--- config.mk ---
export PLATFORM = sky130hd
export DESIGN_NAME = odec_top
export DESIGN_NICKNAME = d
export VERILOG_FILES = /design/src/shared/odec_pkg.sv /design/src/rtl/odec_window.sv /design/src/rtl/odec_top.sv
export VERILOG_INCLUDE_DIRS = /design/src /design/src/shared
export SDC_FILE = /design/constraint.sdc
export NUM_CORES = 1
export LEC_CHECK = 0
export ABC_AREA = 1
export BUFFER_PORTS_ARGS = -buffer_cell sky130_fd_sc_hd__buf_4
export CAP_MARGIN = 40
export CORE_UTILIZATION = 46
export DETAILED_ROUTE_END_ITERATION = 10
export GPL_TIMING_DRIVEN = 0
export PLACE_DENSITY_LB_ADDON = 0.25
export SLEW_MARGIN = 20
export SYNTH_ARGS = -nofsm -noshare
export SYNTH_HDL_FRONTEND = slang
export SYNTH_HIERARCHICAL = 1
export SYNTH_SLANG_ARGS = --single-unit
export TNS_END_PERCENT = 10
--- constraint.sdc ---
create_clock -name mclk -period 1.45 [get_ports mclk]
set_input_delay 0.0725 -clock mclk [delete_from_list [all_inputs] [get_ports mclk]]
set_output_delay 0.0725 -clock mclk [all_outputs]
set_load 0.05 [all_outputs]
--- src/shared/odec_map.svh ---
// Address windows and field widths of the on-chip memory decoder.
`ifndef ODEC_MAP_SVH
`define ODEC_MAP_SVH

`define ODEC_ADDR_W 16
`define ODEC_BLK_OFS_W 8
`define ODEC_PWD_OFS_W 2
`define ODEC_ZERO_ADDR 16'h0000

`define ODEC_BOOT_LO 16'h0000
`define ODEC_BOOT_HI 16'h00ff
`define ODEC_PWD_LO 16'h0040
`define ODEC_PWD_HI 16'h0043

`define ODEC_PB0_LO 16'hfe00
`define ODEC_PB0_ALIAS_HI 16'hfeff
`define ODEC_PB0_HI 16'hffff

`define ODEC_DB0_LO 16'h0100
`define ODEC_DB0_ALIAS_HI 16'h01ff
`define ODEC_DB0_HI 16'h02ff

`define ODEC_DB1_LO 16'h0300
`define ODEC_DB1_ALIAS_LO 16'h0400
`define ODEC_DB1_HI 16'h04ff

`endif

--- src/shared/odec_pkg.sv ---
// Types shared by the on-chip memory decoder.
`default_nettype none

package odec_pkg;

  // Target of a decoded access, one-hot.
  typedef enum logic [5:0] {
    ODEC_TGT_NONE = 6'h01,
    ODEC_TGT_BOOT = 6'h02,
    ODEC_TGT_MAIN = 6'h04,
    ODEC_TGT_PWD = 6'h08,
    ODEC_TGT_BLK0 = 6'h10,
    ODEC_TGT_BLK1 = 6'h20
  } odec_tgt_e;

endpackage

`default_nettype wire

--- src/rtl/odec_window.sv ---
// Inclusive address window comparator.
`timescale 1ns/1ps
`default_nettype none

module odec_window #(
  parameter int AW = 16,
  parameter logic [AW-1:0] LO = '0,
  parameter logic [AW-1:0] HI = '1
) (
  // Address under test
  input wire logic [AW-1:0] addr,
  // Match
  output logic hit
);

  assign hit = (addr >= LO) && (addr <= HI);

endmodule

`default_nettype wire

--- src/rtl/odec_top.sv ---
// On-chip memory address decoder for program and data spaces.
`timescale 1ns/1ps
`default_nettype none
`include "odec_map.svh"

module odec_top #(
  parameter int AW = `ODEC_ADDR_W,
  parameter int OW = `ODEC_BLK_OFS_W
) (
  // Clock and reset
  input wire logic mclk,
  input wire logic sys_rst,
  // Configuration from the core
  input wire logic boot_rom_enable,
  input wire logic block_zero_space_select,
  // Program-space request
  input wire logic prog_req,
  input wire logic prog_we,
  input wire logic [AW-1:0] prog_addr,
  // Data-space request
  input wire logic data_req,
  input wire logic data_we,
  input wire logic [AW-1:0] data_addr,
  // Program-space decode result
  output odec_pkg::odec_tgt_e prog_tgt,
  output logic [AW-1:0] prog_ofs,
  output logic prog_wr,
  output logic prog_alias,
  // Data-space decode result
  output odec_pkg::odec_tgt_e data_tgt,
  output logic [AW-1:0] data_ofs,
  output logic data_wr,
  output logic data_alias
);
  import odec_pkg::*;

  logic boot_hit, pwd_hit, pb0_hit, pb0_alias_hit;
  logic db0_hit, db0_alias_hit, db1_hit, db1_alias_hit;
  odec_tgt_e next_prog_tgt, next_data_tgt;
  logic [AW-1:0] next_prog_ofs, next_data_ofs;
  logic next_prog_wr, next_data_wr, next_prog_alias, next_data_alias;

  odec_window #(.AW(AW), .LO(`ODEC_BOOT_LO), .HI(`ODEC_BOOT_HI)) u_boot (
    .addr(prog_addr),
    .hit(boot_hit)
  );
  odec_window #(.AW(AW), .LO(`ODEC_PWD_LO), .HI(`ODEC_PWD_HI)) u_pwd (
    .addr(prog_addr),
    .hit(pwd_hit)
  );
  odec_window #(.AW(AW), .LO(`ODEC_PB0_LO), .HI(`ODEC_PB0_HI)) u_pb0 (
    .addr(prog_addr),
    .hit(pb0_hit)
  );
  odec_window #(.AW(AW), .LO(`ODEC_PB0_LO), .HI(`ODEC_PB0_ALIAS_HI))
    u_pb0_alias (
    .addr(prog_addr),
    .hit(pb0_alias_hit)
  );
  odec_window #(.AW(AW), .LO(`ODEC_DB0_LO), .HI(`ODEC_DB0_HI)) u_db0 (
    .addr(data_addr),
    .hit(db0_hit)
  );
  odec_window #(.AW(AW), .LO(`ODEC_DB0_LO), .HI(`ODEC_DB0_ALIAS_HI))
    u_db0_alias (
    .addr(data_addr),
    .hit(db0_alias_hit)
  );
  odec_window #(.AW(AW), .LO(`ODEC_DB1_LO), .HI(`ODEC_DB1_HI)) u_db1 (
    .addr(data_addr),
    .hit(db1_hit)
  );
  odec_window #(.AW(AW), .LO(`ODEC_DB1_ALIAS_LO), .HI(`ODEC_DB1_HI))
    u_db1_alias (
    .addr(data_addr),
    .hit(db1_alias_hit)
  );

  // Program space. The boot window covers the password words, so the
  // boot ROM wins there while it is enabled.
  always_comb begin
    next_prog_tgt = ODEC_TGT_NONE;
    next_prog_ofs = `ODEC_ZERO_ADDR;
    next_prog_wr = 1'b0;
    next_prog_alias = 1'b0;
    if (prog_req) begin
      if (boot_rom_enable && boot_hit) begin
        next_prog_tgt = ODEC_TGT_BOOT;
        next_prog_ofs = {{(AW-OW){1'b0}}, prog_addr[OW-1:0]};
      end else if (pwd_hit) begin
        // Password words are never written through the normal path.
        next_prog_tgt = ODEC_TGT_PWD;
        next_prog_ofs = {{(AW-`ODEC_PWD_OFS_W){1'b0}},
                         prog_addr[`ODEC_PWD_OFS_W-1:0]};
      end else if (block_zero_space_select && pb0_hit) begin
        // Both halves fold onto the same 256 words.
        next_prog_tgt = ODEC_TGT_BLK0;
        next_prog_ofs = {{(AW-OW){1'b0}}, prog_addr[OW-1:0]};
        next_prog_wr = prog_we;
        next_prog_alias = pb0_alias_hit;
      end else begin
        next_prog_tgt = ODEC_TGT_MAIN;
        next_prog_ofs = prog_addr;
        next_prog_wr = prog_we;
      end
    end
  end

  // Data space. Addresses outside both blocks belong to other logic.
  always_comb begin
    next_data_tgt = ODEC_TGT_NONE;
    next_data_ofs = `ODEC_ZERO_ADDR;
    next_data_wr = 1'b0;
    next_data_alias = 1'b0;
    if (data_req) begin
      if (!block_zero_space_select && db0_hit) begin
        next_data_tgt = ODEC_TGT_BLK0;
        next_data_ofs = {{(AW-OW){1'b0}}, data_addr[OW-1:0]};
        next_data_wr = data_we;
        next_data_alias = db0_alias_hit;
      end else if (db1_hit) begin
        next_data_tgt = ODEC_TGT_BLK1;
        next_data_ofs = {{(AW-OW){1'b0}}, data_addr[OW-1:0]};
        next_data_wr = data_we;
        next_data_alias = db1_alias_hit;
      end
    end
  end

  always_ff @(posedge mclk) begin
    if (sys_rst) begin
      prog_tgt <= ODEC_TGT_NONE;
      prog_ofs <= `ODEC_ZERO_ADDR;
      prog_wr <= 1'b0;
      prog_alias <= 1'b0;
    end else begin
      prog_tgt <= next_prog_tgt;
      prog_ofs <= next_prog_ofs;
      prog_wr <= next_prog_wr;
      prog_alias <= next_prog_alias;
    end
  end

  always_ff @(posedge mclk) begin
    if (sys_rst) begin
      data_tgt <= ODEC_TGT_NONE;
      data_ofs <= `ODEC_ZERO_ADDR;
      data_wr <= 1'b0;
      data_alias <= 1'b0;
    end else begin
      data_tgt <= next_data_tgt;
      data_ofs <= next_data_ofs;
      data_wr <= next_data_wr;
      data_alias <= next_data_alias;
    end
  end

  a_boot_claims_low: assert property (
    @(posedge mclk) disable iff (sys_rst)
    prog_req && boot_rom_enable && prog_addr <= `ODEC_BOOT_HI
    |=> prog_tgt == ODEC_TGT_BOOT && !prog_wr
  ) else $error("boot window not routed to boot ROM");

  a_boot_off_pwd: assert property (
    @(posedge mclk) disable iff (sys_rst)
    prog_req && !boot_rom_enable && prog_addr >= `ODEC_PWD_LO
      && prog_addr <= `ODEC_PWD_HI
    |=> prog_tgt == ODEC_TGT_PWD && !prog_wr
      && prog_ofs == $past(prog_addr) - `ODEC_PWD_LO
  ) else $error("password word not reserved");

  a_pwd_only_there: assert property (
    @(posedge mclk) disable iff (sys_rst)
    prog_tgt == ODEC_TGT_PWD
    |-> $past(prog_addr) >= `ODEC_PWD_LO && $past(prog_addr) <= `ODEC_PWD_HI
  ) else $error("password target outside its words");

  a_prog_blk0_fold: assert property (
    @(posedge mclk) disable iff (sys_rst)
    prog_req && block_zero_space_select && prog_addr >= `ODEC_PB0_LO
    |=> prog_tgt == ODEC_TGT_BLK0
      && prog_ofs == {8'h00, $past(prog_addr[7:0])}
      && prog_alias == ($past(prog_addr) <= `ODEC_PB0_ALIAS_HI)
  ) else $error("program block zero folding wrong");

  a_data_blk0_fold: assert property (
    @(posedge mclk) disable iff (sys_rst)
    data_req && !block_zero_space_select && data_addr >= `ODEC_DB0_LO
      && data_addr <= `ODEC_DB0_HI
    |=> data_tgt == ODEC_TGT_BLK0 && data_wr == $past(data_we)
      && data_ofs == {8'h00, $past(data_addr[7:0])}
  ) else $error("data block zero folding wrong");

  a_data_blk1_fold: assert property (
    @(posedge mclk) disable iff (sys_rst)
    data_req && data_addr >= `ODEC_DB1_LO && data_addr <= `ODEC_DB1_HI
    |=> data_tgt == ODEC_TGT_BLK1
      && data_ofs == {8'h00, $past(data_addr[7:0])}
      && data_alias == ($past(data_addr) >= `ODEC_DB1_ALIAS_LO)
  ) else $error("block one folding wrong");

  a_blk0_one_space: assert property (
    @(posedge mclk) disable iff (sys_rst)
    !(prog_tgt == ODEC_TGT_BLK0 && data_tgt == ODEC_TGT_BLK0)
  ) else $error("block zero answers in both spaces");

  a_blk0_follows_sel: assert property (
    @(posedge mclk) disable iff (sys_rst)
    (prog_tgt == ODEC_TGT_BLK0 |-> $past(block_zero_space_select))
      and (data_tgt == ODEC_TGT_BLK0 |-> !$past(block_zero_space_select))
  ) else $error("block zero answers in the unselected space");

  a_idle_no_write: assert property (
    @(posedge mclk) disable iff (sys_rst)
    !prog_req && !data_req
    |=> prog_tgt == ODEC_TGT_NONE && data_tgt == ODEC_TGT_NONE
      && !prog_wr && !data_wr
  ) else $error("decode without request");

endmodule

`default_nettype wire

==> results by group, run 1 <==
Outcome
  – Outcome: finished, final reports clean

Pwr
  – Comb pwr share: 23.3%
  – Internal: around 0.0014 W
  – Pwr Density: 804 nW/um^2
  – Flop pwr share: 50.5%
  – Leakage: 1.43 nW
  – Clock network fraction of total power: about a quarter
  – Switching Power: 0.000620 W
  – Tot Pwr: roughly 0.0020 W
  – Switching Share: 30.8%
  – Max VDD drop: 0.387 mV

CTS
  – CTS Sinks: 36
  – CTS tree: yes
  – Root Driver: clkbuf_4
  – Clk buf depth: 2
  – Post_cts resized: 0
  – Clock-pin slew on the worst setup and hold paths: about 120 ps
  – H-tree Lvls: 2
  – Number of setup buffers added after CTS: 0
  – Hold Buf Count CTS: 26
  – CTS Buf Count: 5

Floorplan
  – DIE HEIGHT: 59.7 um
  – Die width: about 60 um
  – Core area: 3100 sq um
  – Die footprint: 3560 sq um
  – Number of core rows: 20
  – Initial Util: between 40 and 50%
  – Top Ports: 88

Logic synthesis
  – EDFF count, synth: 0
  – Mapped Cells: 220
  – Flops & latches, synth: 36
  – Avg Inst Size Synth: 6.96 sq um
  – Top_reg_cell synth: dfxtp_1
  – Netlist cell types: 15
  – Post-Syn Area: 1530 sq um
  – Ys Warns: 6
  – Asr flop ratio synth: 0%
  – Sequential area share after synthesis: 47.1%

Global routing
  – First-pass GRT wire length: 6090 um
  – Initial antenna violation count: 0
  – Total GRT Usage: 23.4%
  – Number of global-route vias before repair: 1524
  – Gr ovfl total: 0
  – Largest net degree at the start of global routing: 13

STA
  – Final TNS setup: 0 ps
  – Final Cycle Share: 87.7%
  – Peak Freq: 786 MHz
  – Slew Limit Fails: 0
  – Final Hold Slack: 16.6 ps
  – Final hold vios: 0
  – RSZ-0062 raised after global routing: no
  – Crit path time final: 1270 ps
  – Final setup fails: 0

Routing
  – Total number of vias: 1594
  – Vias per cell: 4.15
  – Wire length per cell: 10.3 um
  – Drt total wl: a little under 4000 um
  – Post-DRT Antenna Nets: 0
  – DRT iter0 DRCs: between 50 and 60
  – Drt first pass iters: 5
  – Remaining DRCs: 0

Finish
  – Share of cells above drive strength 1: a little under a third
  – Post-layout nets: 379
  – # diodes: 0
  – Layout area overhead: 63.8%

Place
  – DP Wirelength: 2460 um
  – GP Congestion: 0.743
  – I/O Buffers: 75

Flow run
  – Number of max-cap violations: 0

Hold path
  – Min-delay src: block_zero_space_select
  – Hold crit path type: primary input to flop

Worst setup path
  – CP Capture Type: flop
  – CP arrival: 1560 ps
  – Setup crit start kind: primary input
  – CP startpoint: prog_addr[12]
  – Crit-path max FO: 6
  – Required time of the worst setup path: 1740 ps
  – Worst Path Class, Setup: primary input to flop
## synthesized netlist by cell type (5+ instances only)
master   instances  area [sq um]
inv_1           55           206
nand3_1          6          30.0
nand2_1         41           154
nor2_1          57           214
dfxtp_1         36           721
nor2_2           5          31.3
buf_4           12          90.1
## sequential cells by signal, summed over array words and instances, names as in the netlist
signal      cells
prog_alias      1
prog_wr         1
data_wr         1
prog_tgt        5
data_tgt        3
prog_ofs       16
data_ofs        8
data_alias      1
## layer usage
metal | vias up | part of all wire (%) | global-route usage (%)
met1 | 687 | 38 | 23.6
met2 | 66 | 51 | 43.5
met5 | - | 0 | 0
met4 | 0 | 2.1 | 10.3
li1 | 833 | - | -
met3 | 8 | 8.8 | 7.58
## cell families (layout without fill, tap and decap cells)
logic type	after synthesis	after routing	share of synthesized area, %
AO/OA/AOI/OAI	2	2	1.55
buffers and inverters	68	177	19.6
flip-flops	36	36	47.1
other	1	12	0.245
AND/OR/NAND/NOR	113	113	31.5
## worst paths after layout
check                    endpoint  slack [ps]  cells after the start
worst max-delay path  prog_ofs[2]         180                      9
worst min-delay path  data_tgt[4]          20                      4
## power groups by stage
stage	combinational (W)	clock [W]	sequential (W)
global placement	0.000398	0	0.00104
CTS	0.000461	0.000542	0.00102
finish	0.000469	0.000529	0.00102
global route	0.000503	0.000584	0.00102
floorplan	0.000171	0	0.00112
detailed placement	0.000404	0	0.00104
## area by class of cell
class                   instances  area (sq um)
clock buffers                   5          37.5
multi-input cells             127           551
plain buffers                  12          90.1
flip-flops and latches         36           721
inverters                      56           210
fillers                       214           597
repair buffers                101           823
well taps                      44          55.1
clock inverters                 3          18.8
## metrics by stage
stage / instance area, sq um / util (%) / setup slack (ps) / instances
after floorplan: 1570 / - / 604 / 231
after global placement: 2190 / 70.6 / 355 / 350
after detailed placement: 2190 / 70.6 / 319 / 350
after CTS: 2510 / 80.8 / 164 / 384
after global routing: 2510 / 80.8 / 52.0 / 384
final: 2510 / 80.8 / 178 / 384
## cell usage in the layout, fill, tap and decap left out, types with 5 or more instances in the layout
master / instances
nand3_1: 6
dfxtp_1: 36
clkbuf_4: 5
buf_4: 87
dlygate4sd3_1: 26
nor2_1: 57
inv_1: 55
conb_1: 12
nand2_1: 41
nor2_2: 5
## critical path: stages
cell and delay [ps]:
dlygate4sd3_1 540, buf_4 150, nor2_1 90, nand2_1 60, nor2_1 110, nand2_1 170, nand2_1 130, inv_1 110
nor2_1 130
No activity file was read; power rests on OpenSTA's default activity.
==> run 2: changes to the inputs <==
--- a/config.mk
+++ b/config.mk
@@ -6,10 +6,9 @@
 export SDC_FILE = /design/constraint.sdc
 export NUM_CORES = 1
 export LEC_CHECK = 0
-export ABC_AREA = 1
 export BUFFER_PORTS_ARGS = -buffer_cell sky130_fd_sc_hd__buf_4
 export CAP_MARGIN = 40
-export CORE_UTILIZATION = 46
+export CORE_UTILIZATION = 44
 export DETAILED_ROUTE_END_ITERATION = 10
 export GPL_TIMING_DRIVEN = 0
 export PLACE_DENSITY_LB_ADDON = 0.25
==> run 2 against run 1 <==
- the run now ends with design-rule violations left
- via count is 15% lower
- count of clock-buffer cells in the layout rose by 1
- global-route usage rose by 1.5 points
- non-clock buffer count rose by 1
- core utilization grew 3.0 points
- combinational power fell by 4.5%
- die area shrank 9.2%
- fmax fell by 9.7%
- clock power rose by 31%
- wire length is 1.1% higher
- largest cell class unchanged
==> results by group, run 2 <==
Outcome
  – Outcome: finished, violations left (was finished, final reports clean)
  – Failing checks: design-rule violations

Worst setup path
  – Critical Path Max Stage Delay: 540 ps (about the same)
  – Critical path, cell by cell: dlygate4sd3_1 > buf_4 > nor4_4 > and4_4 > nor3b_4 > buf_6 > and3_1 (was dlygate4sd3_1 > buf_4 > nor2_1 > nand2_1 > nor2_1 > nand2_1 > nand2_1 > inv_1 > nor2_1)
  – Worst Path Class, Setup: primary input to flop (unchanged)
  – CP Buf/Inv Count: 3 (unchanged)
  – CP Capture Type: flop (unchanged)
  – Setup crit start kind: primary input (unchanged)
  – Crit path max-delay family: buffers and inverters (unchanged)
  – Crit-path max FO: 10 (was 6)
  – CP arrival: 1650 ps (was 1560 ps)
  – Slowest stage cell, crit path: dlygate4sd3_1 (unchanged)
  – Required time of the worst setup path: 1690 ps (was 1740 ps)

Routing
  – Total number of vias: 1362 (was 1594)
  – Vias per cell: 4.95 (was 4.15)
  – Post-DRT Antenna Nets: 0 (unchanged)
  – DRT iter0 DRCs: 84 (was 57)
  – Drt total wl: 4000 um (was 3960 um)
  – Wire length per cell: 14.5 um (was 10.3 um)
  – Drt first pass iters: 7 (was 5)
  – Remaining DRCs: 12 (was 0)

Logic synthesis
  – Mapped Cells: 124 (was 220)
  – Synth area leaders: dfxtp_1, and2_1, buf_4 (was dfxtp_1, nor2_1, inv_1)
  – Avg Inst Size Synth: 10.7 sq um (was 6.96 sq um)
  – Sequential area share after synthesis: 54.4% (was 47.1%)
  – Synth Area in XOR/XNOR: 0.662% (was 0%)
  – Flops & latches, synth: 36 (unchanged)
  – Synth Area in Simple Gates: 33.7% (was 31.5%)
  – Area leader, netlist: dfxtp_1 (unchanged)
  – Largest family of logic cells by synthesized area: simple AND/OR/NAND/NOR gates (unchanged)
  – Most frequent cell after synthesis: dfxtp_1 (was nor2_1)
  – Asr flop ratio synth: 0% (unchanged)
  – Post-Syn Area: 1320 sq um (was 1530 sq um)
  – Top_reg_cell synth: dfxtp_1 (unchanged)
  – Ys Warns: 6 (unchanged)
  – Synth top cells by count: dfxtp_1, and2_1, buf_4 (was nor2_1, inv_1, nand2_1)
  – Netlist cell types: 29 (was 15)
  – Yosys top cell area share: 54.4% (was 47.1%)
  – Multiplexer share of the synthesized area: 0% (unchanged)
  – Complex-gate fraction of the synthesized area: 2.36% (was 1.55%)
  – Synth Area in Adders: 0% (unchanged)
  – EDFF count, synth: 0 (unchanged)

Pwr
  – Switching Share: 27.3% (was 30.8%)
  – Comb pwr share: 20.8% (was 23.3%)
  – Clock network fraction of total power: 32.1% (was 26.2%)
  – Switching Power: 0.000588 W (was 0.000620 W)
  – Internal: 0.00157 W (was 0.00140 W)
  – Tot Pwr: 0.00216 W (was 0.00202 W)
  – Max VDD drop: 0.697 mV (was 0.387 mV)
  – Flop pwr share: 47.2% (was 50.5%)
  – Leakage: 1.13 nW (was 1.43 nW)
  – Pwr Density: 918 nW/um^2 (was 804 nW/um^2)

Finish
  – Share of cells above drive strength 1: 43.4% (was 30.9%)
  – Layout area overhead: 77.5% (was 63.8%)
  – Fin util: 83.8% (was 80.8%)
  – # diodes: 0 (unchanged)
  – Largest register FFs: 16 (unchanged)
  – Biggest register: prog_ofs (unchanged)
  – Post-layout nets: 283 (was 379)
  – Commonest non-fill, non-tap cell in the layout: buf_4 (unchanged)
  – Registers with the most flip-flops: prog_ofs: 16 flops, data_ofs: 8 flops, prog_tgt: 5 flops (unchanged)
  – Highest-count cells in the layout ignoring fill and taps: buf_4, dfxtp_1, dlygate4sd3_1 (was buf_4, nor2_1, inv_1)
  – Filler cells: 174 (was 214)

STA
  – Final hold vios: 0 (unchanged)
  – Peak Freq: 710 MHz (was 786 MHz)
  – Final TNS setup: 0 ps (unchanged)
  – Final Cycle Share: 97.1% (was 87.7%)
  – Crit path time final: 1410 ps (was 1270 ps)
  – Slew Limit Fails: 0 (unchanged)
  – Final setup fails: 0 (unchanged)

CTS
  – H-tree Lvls: 2 (unchanged)
  – CTS tree: yes (unchanged)
  – Root Driver: clkbuf_4 (unchanged)
  – Clock-pin slew on the worst setup and hold paths: 110 ps (was 120 ps)
  – CTS Buf Count: 5 (unchanged)
  – CTS Sinks: 36 (unchanged)
  – Clk buf depth: 2 (unchanged)
  – Number of setup buffers added after CTS: 0 (unchanged)

Global routing
  – Number of global-route vias before repair: 1261 (was 1524)
  – First-pass GRT wire length: 6080 um (was 6090 um)
  – Initial antenna violation count: 0 (unchanged)
  – Gr ovfl total: 0 (unchanged)
  – Total GRT Usage: 24.9% (was 23.4%)
  – Largest net degree at the start of global routing: 12 (was 13)

Floorplan
  – Number of core rows: 19 (was 20)
  – Top Ports: 88 (unchanged)
  – Die width: 56.9 um (was 59.7 um)
  – Die footprint: 3230 sq um (was 3560 sq um)
  – Core area: 2810 sq um (was 3100 sq um)
  – DIE HEIGHT: 56.9 um (was 59.7 um)
  – Initial Util: 47.2% (was 49.3%)

Hold path
  – WHS Path Cells: 2 (was 4)
  – Hold crit path type: primary input to flop (unchanged)
  – Worst Hold Endpoint: prog_ofs[14] (was data_tgt[4])
  – Min-delay src: prog_addr[14] (was block_zero_space_select)

Flow run
  – Number of max-cap violations: 0 (unchanged)

Place
  – I/O Buffers: 75 (unchanged)
  – DP Wirelength: 2230 um (was 2460 um)
  – GP Congestion: 0.821 (was 0.743)
## run 2: cell types whose count changed after synthesis, moves of 2 or more
cell,previous run,this run
nor2_1,57,8
nand3b_1,0,2
and4b_1,0,2
nand3_1,6,2
or4_1,0,4
nand2b_1,0,2
nor2_2,5,0
and4_1,0,2
and3_1,0,10
nand2_1,41,2
and2_1,0,19
nand4_1,0,2
inv_1,55,2
nor4_1,0,4
## run 2: cell families after synthesis
family / count (synthesis)
and+or+nand+nor: 66
DFF: 36
buffers and inverters: 16
AOI/OAI and AO/OA: 4
xor gates and xnor gates: 1
other: 1
## run 2: cell type report
class | instances | area (sq um) | share of cell area [%]
Clock inverter | 2 | 35.0 | 1.49
Tap cell | 31 | 38.8 | 1.65
Sequential cell | 36 | 721 | 30.7
Multi-Input combinational cell | 83 | 578 | 24.6
Clock buffer | 6 | 41.3 | 1.76
Buffer | 13 | 101 | 4.31
Timing Repair Buffer | 101 | 823 | 35.0
Inverter | 3 | 11.3 | 0.479
## run 2: stage by stage
| step | cell area (sq um) | hold slack [ps] | cells | worst slack (ps) |
|---|---|---|---|---|
| 2_1_floorplan | 1370 | 194 | 135 | 10.7 |
| 3_3_place_gp | 1970 | 274 | 241 | -224 |
| 3_5_place_dp | 1970 | 278 | 241 | -294 |
| 4_1_cts | 2300 | 4.28 | 275 | 7.82 |
| 5_1_grt | 2350 | 18.1 | 275 | -0.753 |
| 6_report | 2350 | 29.6 | 275 | 41.8 |
## run 2: per-layer routing
layer	share of wire, %	GRT usage (%)
met1	38	28.8
met2	53	45.2
met3	7.8	4.15
met4	1.2	10.1
met5	0	0
## run 2: power groups by stage
stage	Sequential, W	Combinational [W]	Clock, W
2_1_floorplan	0.00112	0.000139	0
3_3_place_gp	0.00104	0.000359	0
3_5_place_dp	0.00104	0.000366	0
4_1_cts	0.00102	0.000422	0.000682
5_1_grt	0.00102	0.000469	0.000747
6_report	0.00102	0.000448	0.000692
## run 2: repair_timing
item	in CTS	in global routing
hold buffers	26	0
hold endpoints to repair	26	0
endpoints found under the setup margin	0	26
resized for setup	0	8
## run 2: worst max path at each step
stage	from	end	slack, ps	cells after the start
after global routing	prog_addr[4]	prog_ofs[14]	-0.8	7
final	prog_addr[4]	prog_ofs[9]	40	7
after floorplan	data_addr[14]	data_ofs[0]	10	5
after CTS	prog_addr[7]	prog_ofs[9]	8	7
after global placement	data_addr[14]	data_ofs[7]	-220	6
after detailed placement	data_addr[14]	data_wr	-290	6
